### src/design/cps_pkg.sv
// Shared constants for the color processing state register bank
package cps_pkg;

   localparam int unsigned CPS_NWORDS    = 24;            // State words held
   localparam logic [7:0]  CPS_FIRST_IDX = 8'd43;         // Index of first word
   localparam logic [7:0]  CPS_STAT_IDX  = 8'd67;         // Status word index
   localparam int unsigned CPS_AW        = 12;            // APB address width

   // Slot numbers of the words that the decoder reads
   localparam int unsigned SL_SAT_B   = 0;   // Index 43
   localparam int unsigned SL_BASE_A  = 1;   // Index 44
   localparam int unsigned SL_BASE_B  = 2;   // Index 45
   localparam int unsigned SL_SLOPE_A = 3;   // Index 46
   localparam int unsigned SL_SLOPE_B = 4;   // Index 47
   localparam int unsigned SL_SLOPE_C = 5;   // Index 48
   localparam int unsigned SL_BIAS_A  = 6;   // Index 49
   localparam int unsigned SL_BIAS_B  = 7;   // Index 50
   localparam int unsigned SL_THRESH  = 8;   // Index 51
   localparam int unsigned SL_UVMAX   = 9;   // Index 52
   localparam int unsigned SL_BCS_A   = 10;  // Index 53
   localparam int unsigned SL_BCS_B   = 11;  // Index 54
   localparam int unsigned SL_CC01    = 12;  // Index 55
   localparam int unsigned SL_CC23    = 13;  // Index 56
   localparam int unsigned SL_CC45    = 14;  // Index 57
   localparam int unsigned SL_CC67    = 15;  // Index 58
   localparam int unsigned SL_CC8     = 16;  // Index 59
   localparam int unsigned SL_OFS1    = 17;  // Index 60
   localparam int unsigned SL_ALPHA   = 20;  // Index 63
   localparam int unsigned SL_GC_A    = 21;  // Index 64
   localparam int unsigned SL_GC_B    = 22;  // Index 65
   localparam int unsigned SL_GC_C    = 23;  // Index 66

   // Reset value of each state word, slot order
   localparam logic [31:0] CPS_RESET [CPS_NWORDS] = '{   // see RULE8 RULE11 RULE15
      32'hdcdcdc00, 32'h1e34cc91, 32'h3e3cce91, 32'h02e80195,
      32'h0197046b, 32'h01790174, 32'h00096000, 32'h00000000,
      32'h03030000, 32'h009201c0, 32'h00020001, 32'h01000000,
      32'h00002000, 32'h00000000, 32'h00000400, 32'h00000000,
      32'h000004b4, 32'h00000000, 32'h00000000, 32'h00000000,
      32'h00000000, 32'h0cd2911f, 32'h30000334, 32'h8a800000};

   // Writable bits of each word; everything else is stored as zero
   localparam logic [31:0] CPS_MASK [CPS_NWORDS] = '{
      32'hffffff00, 32'h3fffffff, 32'h3fffffff, 32'hffffffff,
      32'hffffffff, 32'hffffffff, 32'hfffffffc, 32'hfffffffc,
      32'h7f071f07, 32'hffff01ff, 32'h0fff1fff, 32'hffffffff,
      32'h1fffffff, 32'h03ffffff, 32'h03ffffff, 32'h03ffffff,
      32'h00001fff, 32'h000fffff, 32'h000fffff, 32'h000fffff,
      32'h0001ffff, 32'hffffffff, 32'h700003ff, 32'hffc0000f};

   // Neutral values the brightness/contrast stage shows when bypassed
   localparam logic [10:0] BCS_UNITY_GAIN = 11'h080;   // 1.0 in U4.7
   localparam logic [15:0] BCS_UNITY_COS  = 16'h0100;  // 1.0 in S7.8
   localparam logic [3:0]  CS_SD_CODE     = 4'h1;      // Standard-definition select

endpackage : cps_pkg

### src/design/cps_mem_if.sv
// Write and read path between the bank controller and the state store
`timescale 1ns/1ns
`default_nettype none
interface cps_mem_if;
   import cps_pkg::*;
   logic        wr_en;                 // Store one word this cycle
   logic [4:0]  wr_slot;               // Slot written
   logic [31:0] wr_data;               // Masked write data
   logic        rd_en;                 // Capture read data this cycle
   logic [4:0]  rd_slot;               // Slot read
   logic [31:0] rd_data;               // Registered read data
   logic [31:0] words [CPS_NWORDS];    // Whole store, for the field decoder

   modport ctrl (output wr_en, wr_slot, wr_data, rd_en, rd_slot,
                 input rd_data, words);
   modport store (input wr_en, wr_slot, wr_data, rd_en, rd_slot,
                  output rd_data, words);
endinterface : cps_mem_if
`default_nettype wire

### src/design/cps_bank.sv
// Color processing state bank: APB slave, state store and field decoder
// Contract
// (RULE1) Six 8-bit hue saturation gains, default 220
// (RULE2) Transit slopes are reciprocals of base-hue gaps
// (RULE3) Six 10-bit hue biases, second defaults 150
// (RULE4) Low-chroma threshold 3, width exponent 3
// (RULE5) Skin-tone threshold and slope exponent default zero
// (RULE6) Chroma max reciprocal matches chroma max 448
// (RULE7) Contrast, brightness, hue multipliers applied when enabled
// (RULE8) Brightness/contrast words default 0x00020001, 0x01000000
// (RULE9) Nine coefficients, six offsets, transform enable
// (RULE10) Input and output offsets gated by bits
// (RULE11) Coefficients 0,4 are 1024, 8 is 1204
// (RULE12) Alpha from message or state, bit 16
// (RULE13) Gamut compression enable and mapping mode
// (RULE14) Four mapping lengths and line shift 0-4
// (RULE15) Bit 31 enables extended-gamut decode and encode
// (RULE16) Extended-gamut control effective only under compression
// (RULE17) Force 4:4:4 for 4:4:4 input
// (RULE18) Force 4:2:2 for 4:4:4 input
// (RULE19) Display color space: 0 HD, 1 SD
// (RULE20) Reserved fields written zero, ignored by device
`timescale 1ns/1ns
`default_nettype none
module cps_bank
   import cps_pkg::*;
(
   input  wire logic          core_clk,            // Pixel clock
   input  wire logic          rst,                 // Asynchronous reset, high
   input  wire logic          ce,                  // Clock enable, freezes all registers
   input  wire logic          psel,                // APB select
   input  wire logic          penable,             // APB access phase
   input  wire logic          pwrite,              // APB direction
   input  wire logic [11:0]   paddr,               // APB byte address
   input  wire logic [31:0]   pwdata,              // APB write data
   output logic [31:0]        prdata,              // APB read data
   output logic               pready,              // APB ready
   output logic               pslverr,             // APB error, unmapped
   input  wire logic          input_is_444,        // Pipe: input is 4:4:4
   input  wire logic [15:0]   msg_alpha,           // Pipe: alpha of the message
   output logic [15:0]        alpha_out,           // Alpha chosen for output
   output logic [47:0]        hue_sat_gain,        // Six U1.7 gains
   output logic [59:0]        base_hue,            // Six U10 base hues
   output logic [95:0]        hue_transit_slope,   // Six U0.16 slopes
   output logic [59:0]        hue_bias,            // Six U2.8 biases
   output logic [6:0]         low_chroma_threshold,  // Low-chroma threshold
   output logic [2:0]         low_chroma_width_exp,  // Transition width exponent
   output logic [4:0]         skin_tone_threshold,   // Skin-tone threshold
   output logic [2:0]         skin_tone_slope_exp,   // Skin-tone slope exponent
   output logic [15:0]        chroma_max_reciprocal, // U0.16 of 1/max
   output logic [8:0]         chroma_max_value,      // Max legal |UV|
   output logic [10:0]        bcs_contrast,        // Effective U4.7 gain
   output logic [11:0]        bcs_brightness,      // Effective S7.4 offset
   output logic [15:0]        bcs_cos,             // Effective S7.8 cosine
   output logic [15:0]        bcs_sin,             // Effective S7.8 sine
   output logic [116:0]       matrix_coeff,        // Nine S2.10 coefficients
   output logic               transform_enable,    // Conversion enable
   output logic [29:0]        conv_in_offset,      // Three effective input offsets
   output logic [29:0]        conv_out_offset,     // Three effective output offsets
   output logic               gamut_enable,        // Compression on
   output logic               gamut_advanced,      // Full-range mapping
   output logic [39:0]        gamut_lengths,       // In, out, out-below, in-below
   output logic [2:0]         gamut_line_shift,    // Compression line shift
   output logic               extended_gamut_codec_en, // Effective decode/encode
   output logic               proc_as_444,         // Treat input as 4:4:4
   output logic               proc_as_422,         // Treat input as 4:2:2
   output logic               color_space_sd       // 1 SD, 0 HD
);
   cps_mem_if mem ();   // Bus to the state store

   // Slope against gap: product lies within one gap of 2^16
   function automatic logic slope_ok(input logic [15:0] slope,
                                     input logic [9:0]  gap);
      logic [25:0] prod;
      prod = slope * gap;
      slope_ok = (prod + 26'(gap) >= 26'h10000) && (prod <= 26'h10000 + 26'(gap));
   endfunction : slope_ok

   // Word index decode shared by read and write
   function automatic logic [4:0] slot_of(input logic [7:0] idx);
      slot_of = 5'(idx - CPS_FIRST_IDX);
   endfunction : slot_of

   logic [31:0] w [CPS_NWORDS];   // Current state words
   assign w = mem.words;

   // Bus decode
   wire  [7:0] word_idx = paddr[9:2];                       // Register index
   wire        in_bank  = (word_idx >= CPS_FIRST_IDX) &&
                          (word_idx < CPS_FIRST_IDX + 8'(CPS_NWORDS));
   wire        is_stat  = (word_idx == CPS_STAT_IDX);
   wire        mapped   = (paddr[11:10] == 2'b00) && (in_bank || is_stat);
   wire        setup    = psel && !penable;
   wire        access   = psel && penable;
   wire  [4:0] slot     = slot_of(word_idx);

   // Always ready while enabled: one wait-free access phase
   assign pready  = ce;
   assign pslverr = access && !mapped;

   // Writes only at the completing edge; reserved bits dropped
   assign mem.wr_en   = ce && access && pwrite && in_bank && mapped;
   assign mem.wr_slot = slot;
   // Status and unmapped slots lie past the mask table; keep the index in range
   assign mem.wr_data = pwdata & (in_bank ? CPS_MASK[slot] : 32'h0);   // see RULE20
   assign mem.rd_en   = setup && !pwrite;
   assign mem.rd_slot = in_bank ? slot : 5'h1f;

   cps_regmem #(.DEPTH(CPS_NWORDS)) u_store (
      .core_clk (core_clk),
      .rst      (rst),
      .ce       (ce),
      .mem      (mem)
   );

   // Per-hue fields; index 43 holds gains 4..6, gains 1..3 are fixed at 220
   wire [9:0] bc [6];   // Base hue values
   assign bc[0] = w[SL_BASE_A][9:0];
   assign bc[1] = w[SL_BASE_A][19:10];
   assign bc[2] = w[SL_BASE_A][29:20];
   assign bc[3] = w[SL_BASE_B][9:0];
   assign bc[4] = w[SL_BASE_B][19:10];
   assign bc[5] = w[SL_BASE_B][29:20];
   assign base_hue = {bc[5], bc[4], bc[3], bc[2], bc[1], bc[0]};

   // Gains of blue, cyan, green (magenta/red/yellow are fixed at 0xdc)
   assign hue_sat_gain = {w[SL_SAT_B][31:8], 24'hdcdcdc};   // see RULE1
   assign hue_transit_slope = {w[SL_SLOPE_C], w[SL_SLOPE_B], w[SL_SLOPE_A]};
   assign hue_bias = {w[SL_BIAS_B][31:2], w[SL_BIAS_A][31:2]};   // see RULE3

   // Low chroma and skin tone controls
   assign low_chroma_threshold  = w[SL_THRESH][30:24];   // see RULE4
   assign low_chroma_width_exp  = w[SL_THRESH][18:16];   // see RULE4
   assign skin_tone_threshold   = w[SL_THRESH][12:8];    // see RULE5
   assign skin_tone_slope_exp   = w[SL_THRESH][2:0];     // see RULE5
   assign chroma_max_reciprocal = w[SL_UVMAX][31:16];    // see RULE6
   assign chroma_max_value      = w[SL_UVMAX][8:0];      // see RULE6

   // Gap to the next base hue, wrapping sixth back to first
   wire [9:0]  gap [6];   // Adjacent base hue differences
   wire [15:0] slp [6];   // Slopes in gap order 12,23,34,45,56,61
   assign slp[0] = w[SL_SLOPE_A][15:0];
   assign slp[1] = w[SL_SLOPE_A][31:16];
   assign slp[2] = w[SL_SLOPE_B][15:0];
   assign slp[3] = w[SL_SLOPE_B][31:16];
   assign slp[4] = w[SL_SLOPE_C][15:0];
   assign slp[5] = w[SL_SLOPE_C][31:16];
   wire [6:0] slope_good;   // Per-slope and reciprocal consistency
   for (genvar i = 0; i < 6; i++)
   begin : g_gap
      assign gap[i] = bc[(i + 1) % 6] - bc[i];   // see RULE2
      assign slope_good[i] = slope_ok(slp[i], gap[i]);   // see RULE2
   end
   assign slope_good[6] = slope_ok(chroma_max_reciprocal,
                                   {1'b0, chroma_max_value});   // see RULE6

   // Brightness/contrast/hue: neutral values while the stage is off
   wire bcs_on = w[SL_BCS_A][0];   // Stage enable
   assign bcs_contrast   = bcs_on ? w[SL_BCS_A][27:17] : BCS_UNITY_GAIN;  // see RULE7
   assign bcs_brightness = bcs_on ? w[SL_BCS_A][12:1]  : 12'h000;         // see RULE7
   assign bcs_cos        = bcs_on ? w[SL_BCS_B][31:16] : BCS_UNITY_COS;   // see RULE7
   assign bcs_sin        = bcs_on ? w[SL_BCS_B][15:0]  : 16'h0000;        // see RULE7

   // Conversion matrix, coefficient 0 in the low bits
   assign matrix_coeff = {w[SL_CC8][12:0],
                          w[SL_CC67][25:13], w[SL_CC67][12:0],
                          w[SL_CC45][25:13], w[SL_CC45][12:0],
                          w[SL_CC23][25:13], w[SL_CC23][12:0],
                          w[SL_CC01][28:16], w[SL_CC01][15:3]};   // see RULE9
   assign transform_enable = w[SL_CC01][0];                      // see RULE9

   // Offsets: zero when their enable bit is clear
   wire in_ofs_on  = w[SL_CC01][2];   // Input offset enable
   wire out_ofs_on = w[SL_CC01][1];   // Output offset enable
   for (genvar c = 0; c < 3; c++)
   begin : g_ofs
      assign conv_in_offset[c*10 +: 10]  =
         in_ofs_on ? w[SL_OFS1 + c][9:0] : 10'h000;     // see RULE10
      assign conv_out_offset[c*10 +: 10] =
         out_ofs_on ? w[SL_OFS1 + c][19:10] : 10'h000;  // see RULE10
   end

   // Alpha select: message or held state
   wire        alpha_from_state = w[SL_ALPHA][16];
   wire [15:0] alpha_next = alpha_from_state ? w[SL_ALPHA][15:0] : msg_alpha;

   // Alpha register, data output from a flop
   always_ff @(posedge core_clk or posedge rst)
   begin
      if (rst)
         alpha_out <= 16'h0000;
      else if (ce)
         alpha_out <= alpha_next;   // see RULE12
   end

   // Gamut compression
   assign gamut_enable     = w[SL_GC_A][31];   // see RULE13
   assign gamut_advanced   = w[SL_GC_A][30];   // see RULE13
   assign gamut_lengths    = {w[SL_GC_B][9:0], w[SL_GC_A][9:0],
                              w[SL_GC_A][19:10], w[SL_GC_A][29:20]};   // see RULE14
   // Shift codes above 4 are illegal; clamp rather than pass them on
   assign gamut_line_shift = (w[SL_GC_B][30:28] > 3'd4) ? 3'd4
                                                       : w[SL_GC_B][30:28];  // see RULE14
   assign extended_gamut_codec_en = gamut_enable && w[SL_GC_C][31];   // see RULE15 RULE16
   assign proc_as_444 = input_is_444 && w[SL_GC_C][30];   // see RULE17
   assign proc_as_422 = input_is_444 && w[SL_GC_C][29];   // see RULE18
   // Reserved codes 2..15 fall back to the HD standard
   assign color_space_sd = (w[SL_GC_C][3:0] == CS_SD_CODE);   // see RULE19

   // Status word: live decode state and consistency flags
   wire [31:0] status_word = {16'h0000, 1'b0, slope_good,
                              color_space_sd, proc_as_422, proc_as_444,
                              extended_gamut_codec_en, alpha_from_state,
                              transform_enable, bcs_on, gamut_enable};

   // Status captured at setup so prdata comes from flops
   logic [31:0] stat_reg;   // Captured status
   logic        stat_sel;   // Access targets the status word
   always_ff @(posedge core_clk or posedge rst)
   begin
      if (rst)
      begin
         stat_reg <= 32'h0;
         stat_sel <= 1'b0;
      end
      else if (ce && setup)
      begin
         stat_reg <= status_word;
         stat_sel <= is_stat && mapped;
      end
   end

   // Read data mux of two registers
   assign prdata = stat_sel ? stat_reg : mem.rd_data;

   // Checks
   bcs_gate_a : assert property (@(posedge core_clk) disable iff (rst)   // see RULE7
      !bcs_on |-> (bcs_contrast == BCS_UNITY_GAIN) && (bcs_brightness == 12'h000) &&
                  (bcs_cos == BCS_UNITY_COS) && (bcs_sin == 16'h0000))
      else $error("bcs stage not neutral while off");
   ofs_in_gate_a : assert property (@(posedge core_clk) disable iff (rst)   // see RULE10
      !w[SL_CC01][2] |-> conv_in_offset == 30'h0)
      else $error("input offset leaks while disabled");
   ofs_out_gate_a : assert property (@(posedge core_clk) disable iff (rst)   // see RULE10
      !w[SL_CC01][1] |-> conv_out_offset == 30'h0)
      else $error("output offset leaks while disabled");
   alpha_state_a : assert property (@(posedge core_clk) disable iff (rst)   // see RULE12
      ce && w[SL_ALPHA][16] |=> alpha_out == $past(w[SL_ALPHA][15:0]))
      else $error("alpha not taken from state");
   alpha_msg_a : assert property (@(posedge core_clk) disable iff (rst)   // see RULE12
      ce && !w[SL_ALPHA][16] |=> alpha_out == $past(msg_alpha))
      else $error("alpha not taken from message");
   codec_gate_a : assert property (@(posedge core_clk) disable iff (rst)   // see RULE16
      extended_gamut_codec_en |-> gamut_enable && w[SL_GC_C][31])
      else $error("codec enabled without compression");
   fmt_force_a : assert property (@(posedge core_clk) disable iff (rst)   // see RULE17 RULE18
      !input_is_444 |-> !proc_as_444 && !proc_as_422)
      else $error("format forced on non 4:4:4 input");
   space_sd_a : assert property (@(posedge core_clk) disable iff (rst)   // see RULE19
      color_space_sd |-> w[SL_GC_C][3:0] == 4'h1)
      else $error("sd selected by wrong code");
   write_mask_a : assert property (@(posedge core_clk) disable iff (rst)   // see RULE20
      mem.wr_en && (slot == 5'(SL_THRESH)) |=> w[SL_THRESH] == ($past(pwdata) & 32'h7f071f07))
      else $error("threshold word write wrong");
   reset_bcs_a : assert property (@(posedge core_clk)   // see RULE8
      $fell(rst) |-> w[SL_BCS_A] == 32'h00020001 && w[SL_BCS_B] == 32'h01000000)
      else $error("bcs words reset wrong");
   reset_cc_a : assert property (@(posedge core_clk)   // see RULE11
      $fell(rst) |-> matrix_coeff[12:0] == 13'd1024 && matrix_coeff[116:104] == 13'd1204)
      else $error("matrix reset wrong");
   err_unmapped_a : assert property (@(posedge core_clk) disable iff (rst)   // see RULE20
      access && !mapped |-> pslverr && !mem.wr_en)
      else $error("unmapped access not refused");

endmodule : cps_bank
`default_nettype wire

### src/design/cps_regmem.sv
// State word store with reset defaults and a registered read port
`timescale 1ns/1ns
`default_nettype none
module cps_regmem
   import cps_pkg::*;
#(
   parameter int unsigned DEPTH = CPS_NWORDS   // Words held
)(
   input  wire logic core_clk,   // Pixel clock
   input  wire logic rst,        // Asynchronous reset, high
   input  wire logic ce,         // Clock enable
   cps_mem_if.store  mem         // Access port
);
   logic [31:0] word_reg [DEPTH];   // Stored words
   logic [31:0] rd_reg;             // Read data register
   logic        wr_hit;             // Write lands inside the store
   logic        rd_hit;             // Read lands inside the store

   assign wr_hit = mem.wr_en && (32'(mem.wr_slot) < DEPTH);
   assign rd_hit = 32'(mem.rd_slot) < DEPTH;

   // Words: defaults at reset, one write per enabled cycle
   always_ff @(posedge core_clk or posedge rst)
   begin
      if (rst)
         word_reg <= CPS_RESET;
      else if (ce && wr_hit)
         word_reg[mem.wr_slot] <= mem.wr_data;
   end

   // Read data: out-of-range slots read as zero
   always_ff @(posedge core_clk or posedge rst)
   begin
      if (rst)
         rd_reg <= 32'h0;
      else if (ce && mem.rd_en)
         rd_reg <= rd_hit ? word_reg[mem.rd_slot] : 32'h0;
   end

   assign mem.rd_data = rd_reg;
   assign mem.words   = word_reg;
endmodule : cps_regmem
`default_nettype wire

### config.mk
export PLATFORM = sky130hd
export DESIGN_NAME = cps_bank
export DESIGN_NICKNAME = d
export VERILOG_FILES = /design/src/design/cps_pkg.sv /design/src/design/cps_mem_if.sv /design/src/design/cps_bank.sv /design/src/design/cps_regmem.sv
export SDC_FILE = /design/constraint.sdc
export NUM_CORES = 2
export LEC_CHECK = 0
export BUFFER_PORTS_ARGS = -buffer_cell sky130_fd_sc_hd__buf_2
export CAP_MARGIN = 20
export CORE_ASPECT_RATIO = 1.5
export CORE_UTILIZATION = 45
export CTS_CLUSTER_DIAMETER = 120
export CTS_CLUSTER_SIZE = 30
export DETAILED_ROUTE_END_ITERATION = 8
export HOLD_SLACK_MARGIN = 0.02
export PLACE_DENSITY_LB_ADDON = 0.25
export SLEW_MARGIN = 10
export SYNTH_ARGS = -nofsm -noshare
export SYNTH_HDL_FRONTEND = slang
export SYNTH_SLANG_ARGS = --single-unit
export TNS_END_PERCENT = 20
### constraint.sdc
create_clock -name core_clk -period 44.2 [get_ports core_clk]
set_input_delay 11.05 -clock core_clk [delete_from_list [all_inputs] [get_ports core_clk]]
set_output_delay 11.05 -clock core_clk [all_outputs]
set_load 0.05 [all_outputs]
; Word-level counts from Yosys, hierarchy flattened
; Memory sizes are Yosys's and may differ from the RTL's.
; Cells that the tools add are included.
[word_totals]
ff_bits = 832
latch_bits = 0
mem_bits_rw = 0
romBits = 1024
out_inout_bits = 639
wordCells = 139
n_memories = 1
[classes]
addsub = 21
multipliers = 7
div = 0
n_lt_le_gt_ge = 22
eq_ne = 2
n_shift = 0
mux = 24
bitwise_logic = 3
reduce_logical = 31
[memory_table]
columns = memory, depth, width, read_ports, rd_clocked_by_memory_dff, wr, line
row1 = (no name shown), 32, 32, 1, 0, 0, cps_bank.sv:105  ; assign mem.wr_data = pwdata & (in_bank ? CPS_MASK[slot] : 32'h0);
[ops]
columns = operator, n
row1 = bitwise mux 768 bit, 1
row2 = 2-to-1 mux 32 bit, 8
row3 = greater-or-equal comparator 26 x 17 -> 1 bit (second input constant), 7
row4 = binary-select mux 32 bit (select 5 bit), 1
row5 = demux 32 bit (select 5 bit), 1
row6 = adder 26 x 10 -> 26 bit, 6
row7 = <= comparator 26 x 18 -> 1 bit, 6
row8 = multiplier 16 x 10 -> 26 bit, 6
row9 = adder 17 x 10 -> 18 bit (first input constant), 6
row10 = 2-to-1 mux 10 bit, 6
row11 = subtractor 10 bit, 6
row12 = 2-to-1 mux 16 bit, 3
row13 = bitwise AND 32 bit, 1
row14 = adder 25 x 9 -> 26 bit, 1
row15 = logical AND 1 bit, 26
row16 = <= comparator 25 x 18 -> 1 bit, 1
row17 = multiplier 16 x 9 -> 25 bit, 1
row18 = adder 17 x 9 -> 18 bit (first input constant), 1
row19 = greater-or-equal comparator 6 bit (second input constant), 2
row20 = 2-to-1 mux 12 bit, 1
row21 = NOT 5 -> 6 bit, 2
row22 = 2-to-1 mux 11 bit, 1
row23 = < comparator 5 bit (second input constant), 2
row24 = equality test 8 x 7 -> 1 bit (second input constant), 1
row25 = other kinds (11), 13

; Logic depth before layout (Yosys ltp)
[depth]
ltp_word = 8
depth_mapped = 35

; Modules after synthesis
; Synthesis repeated with hierarchy kept, for this count alone.
[unflattened]
hier_cells = 7953
area_unflattened_um2 = 82814.4
[modules_own_cells]
columns = mod, n_inst, cells_per_inst, area_each_um2
row1 = cps_bank, 1, 5738, 46836.2
row2 = cps_regmem, 1, 2215, 35978.3

; Worst setup path after synthesis
; No wires, ideal clock.
[synth_timing]
kind = input to output
from = input port paddr[2]
to = output port pslverr
arrival_ps = 13410
path_slack_ps = 19740
stages = 10
cell_sequence = ha_1 clkbuf_1 o21ai_1 nand2_1 nand3_1 o31a_1 clkbuf_1 buf_1 a21oi_1 nor2_1
[synth_via]
elab_chain_len = 6
[synth_lines]
columns = item, line
row1 = "start, declared", cps_bank.sv:34  ; input wire logic [11:0] paddr,
row2 = greater-or-equal comparator 8 x 6 -> 1 bit or < comparator 8 x 7 -> 1 bit (tied branches), "cps_bank.sv:89, cps_bank.sv:90"
row3 = logical AND 1 bit, cps_bank.sv:89  ; wire in_bank = (word_idx >= CPS_FIRST_IDX) &&
row4 = logical OR 1 bit *, cps_bank.sv:92  ; wire mapped = (paddr[11:10] == 2'b00) && (in_bank || is_stat);
row5 = logical AND 1 bit *, cps_bank.sv:92
row6 = zero test 1 bit *, cps_bank.sv:99  ; assign pslverr = access && !mapped;
row7 = logical AND 1 bit *, cps_bank.sv:99
row8 = "end, declared", cps_bank.sv:38  ; output logic pslverr,
; Mark *: on every way between the ends. The rest lies on a longest branch, timed or not.

; Worst setup path after layout
[layout_timing]
from = input port paddr[3]
to = output port pslverr
; The elaborated chain is that of the path after synthesis.

==> results.py <==
metrics = {
    "floorplanning": {
        "die_area_um2": 188000,
        "start_util_pct": 45.4,
        "die_w_um": 354,
        "coreArea_um2": 185000,
        "placementRows": 193,
        "pin_count": 706,
        "die_h_um": 531,
    },
    "drt": {
        "avgRoutedWirePerCell_um": 26.3,
        "drt-pass1-iter-count": 6,
        "dr_wl_met3_um": 33100,
        "maxUsedRoutingLayer": "met5",
        "drc": 0,
        "routed_wl_um": 320000,
        "drt_iter0_drc": 6341,
        "num_vias": 70544,
        "via_per_inst": 5.81,
        "drtAntennaViolNets": 0,
        "routedLengthMet1_um": 118000,
        "wl_met2_um": 144000,
    },
    "logic_synthesis": {
        "synth-seq-cells": 832,
        "synthesis.area_um2": 83800,
        "synth_warnings": 0,
        "syn_avg_cell_area_um2": 8.52,
        "yosysSeqAreaShare_pct": 25.0,
        "synthDistinctLibCells": 89,
        "post-synth-top-area-cell": "dfrtp_1",
        "synth-main-ff-cell": "dfrtp_1",
        "yosysTopAreaCellShare_pct": 21.0,
        "ys_top_cells_by_area": "dfrtp_1 21%, fa_1 18%, ha_1 8.9%, nand2_1 7.4%, o21ai_0 5.7%",
        "async_flop_share_pct": 100,
        "synth_edf_count": 0,
        "netlist_instances": 9838,
    },
    "sta": {
        "hold_viol_final": 0,
        "tns_ns": 0,
        "drv_slew": 0,
        "period_share_pct": 54.4,
        "finClkSkew_ns": 0.0561,
        "holdWs_ns": 0.486,
        "rsz0062_at_grt": "false",
        "relSlewSlack_pct": 12.8,
        "tightest_slew_ns": 1.31,
        "period_needed_ns": 24.03,
        "setup_ws_ns": 20.17,
        "setup_viol": 0,
        "fmax_ghz": 0.0416,
    },
    "global_route": {
        "grt_max_degree": 170,
        "grt_pass1_wl_um": 469000,
        "track_usage_pct": 33.8,
        "grt_pass1_vias": 71230,
        "grt_overflow_total": 0,
        "grt_antenna_before_repair": 28,
    },
    "clock_tree": {
        "cts_buffers": 36,
        "clk_pin_slew_ns": 0.12,
        "cts_hold_buf": 0,
        "cts.sinks": 832,
        "clk_latency_ns": 0.72,
        "cts_buffer_depth": 3,
        "htree_levels": 2,
        "cts_setup_buffers": 0,
        "post_cts_resized": 0,
        "cts_tree": "built",
        "root_buffer": "clkbuf_16",
    },
    "setup_path": {
        "path_max_fanout": 11,
        "worst_ep_required_time_ns": 33.15,
        "crit_type": "input port to primary output",
        "start_kind": "input port",
        "crit_start": "paddr[3]",
        "r2r_start": "u_store.mem.words[725]$_DFFE_PP1P_",
        "crit_arrival_ns": 12.98,
        "cp-end-kind": "primary output",
    },
    "pwr": {
        "power_density_nw_per_um2": 16.0,
        "power.leakage_nw": 42.8,
        "vdd_drop_max_mv": 0.0306,
    },
    "placement": {
        "portBuffers": 679,
        "place.gp.congestion": 1.02,
        "hpwl_um": 241000,
        "post-place-ws_ns": 20.19,
    },
    "job": {
        "maxCapViolations": 0,
    },
    "hold_path": {
        "min-delay-path-class": "register to register",
        "min-delay-start": "u_store.mem.words[228]$_DFFE_PP1P_",
    },
    "finish": {
        "final_cell_mix": "1,629 x nand2_1, 986 x inv_1, 946 x o21ai_0",
        "fillCellCount": 18035,
        "drive_gt1_share_pct": 12.8,
        "nets": 11094,
        "layout_commonest_cell": "nand2_1",
        "largest_reg_flops": 768,
        "regArea_um2": 21000,
        "syn_to_final_growth_pct": 4.41,
        "multi_input_area_um2": 53800,
        "final_util_pct": 47.4,
    },
    "run_status": {
        "status": "completed",
    },
}
==> worst max-delay path, cell delays in order <==
cell,delay [ns]
buf_2,0.19
ha_1,0.53
o21ai_1,0.24
nand2_1,0.12
nand3_1,0.15
o31a_2,0.17
a21oi_1,0.24
nor2_1,0.07
buf_2,0.21
==> power by group <==
| group | internal, mW | total [mW] | switching, mW |
|---|---|---|---|
| Sequential | 0.769 | 0.775 | 0.00638 |
| Combinational | 0.0326 | 0.166 | 0.134 |
| Clock | 0.171 | 0.459 | 0.288 |
| Total | 0.972 | 1.40 | 0.428 |
==> per-stage QoR <==
| step | area, um^2 | power, mW | instances |
|---|---|---|---|
| 6_report | 87500 | 1.40 | 12139 |
| 5_1_grt | 87500 | 1.43 | 12126 |
| 4_1_cts | 87400 | 1.40 | 12112 |
| 3_5_place_dp | 86200 | 0.950 | 12047 |
| 3_3_place_gp | 86100 | 0.949 | 12039 |
| 2_1_floorplan | 83900 | 0.884 | 9860 |
==> final timing paths <==
| kind | end | slack, ns | cells past startpoint |
|---|---|---|---|
| max | pslverr | 20.17 | 9 |
| min | u_store.mem.words[228]$_DFFE_PP1P_ | 0.49 | 2 |
| max reg2reg | stat_reg[9]$_DFFE_PP0P_ | 34.71 | 30 |
| min reg2reg | u_store.mem.words[228]$_DFFE_PP1P_ | 0.49 | 2 |
| max in group asynchronous | u_store.mem.words[436]$_DFFE_PP0P_ | 30.50 | 5 |
| min in group asynchronous | u_store.mem.words[367]$_DFFE_PP0P_ | 10.38 | 2 |
==> cell families (layout without fill, tap and decap cells) <==
| logic type | after synthesis | in the layout | share of synthesized area, % |
|---|---|---|---|
| compound gates | 1932 | 1932 | 13.6 |
| xor+xnor | 201 | 201 | 2.10 |
| fa+ha+maj | 1370 | 1370 | 27.4 |
| buf+inv | 2064 | 1888 | 11.4 |
| flops | 832 | 832 | 25.0 |
| mux | 178 | 178 | 2.32 |
| other cells | 2 | 42 | 0.00896 |
| simple gates | 3259 | 3259 | 18.2 |
==> cells in the mapped netlist, types with 40 or more instances <==
cell type  instances
a21o_1            95
a21oi_1          330
and2_1           675
buf_4            465
clkbuf_1         573
dfrtp_1          704
dfstp_2          128
fa_1             772
ha_1             598
inv_1            987
mux2_2           118
mux2i_1           58
nand2_1         1663
nand2b_1          63
nand3_1          216
nor2_1           268
nor2b_1          146
nor3_1            82
o211ai_1          60
o21ai_0          954
o21ai_1           40
o221ai_1          58
o22ai_1           68
xnor2_1          135
xor2_1            66
==> layout make-up <==
type	count	share of cell area, %
clock buffer	54	1.12
clock inverter	11	0.247
inverter	987	4.24
tap	2437	3.48
timing repair buffer	836	5.39
multi-input combinational	6964	61.5
antenna	18	0.0515
sequential	832	24.0
==> per-layer routing <==
metal	up-vias	GRT usage, %
met5	-	0.872
met4	2	21.7
met3	759	9.19
met2	3403	53.7
met1	35291	40.1
li1	31089	-
Note: power is estimated with default switching activity, not from simulation.
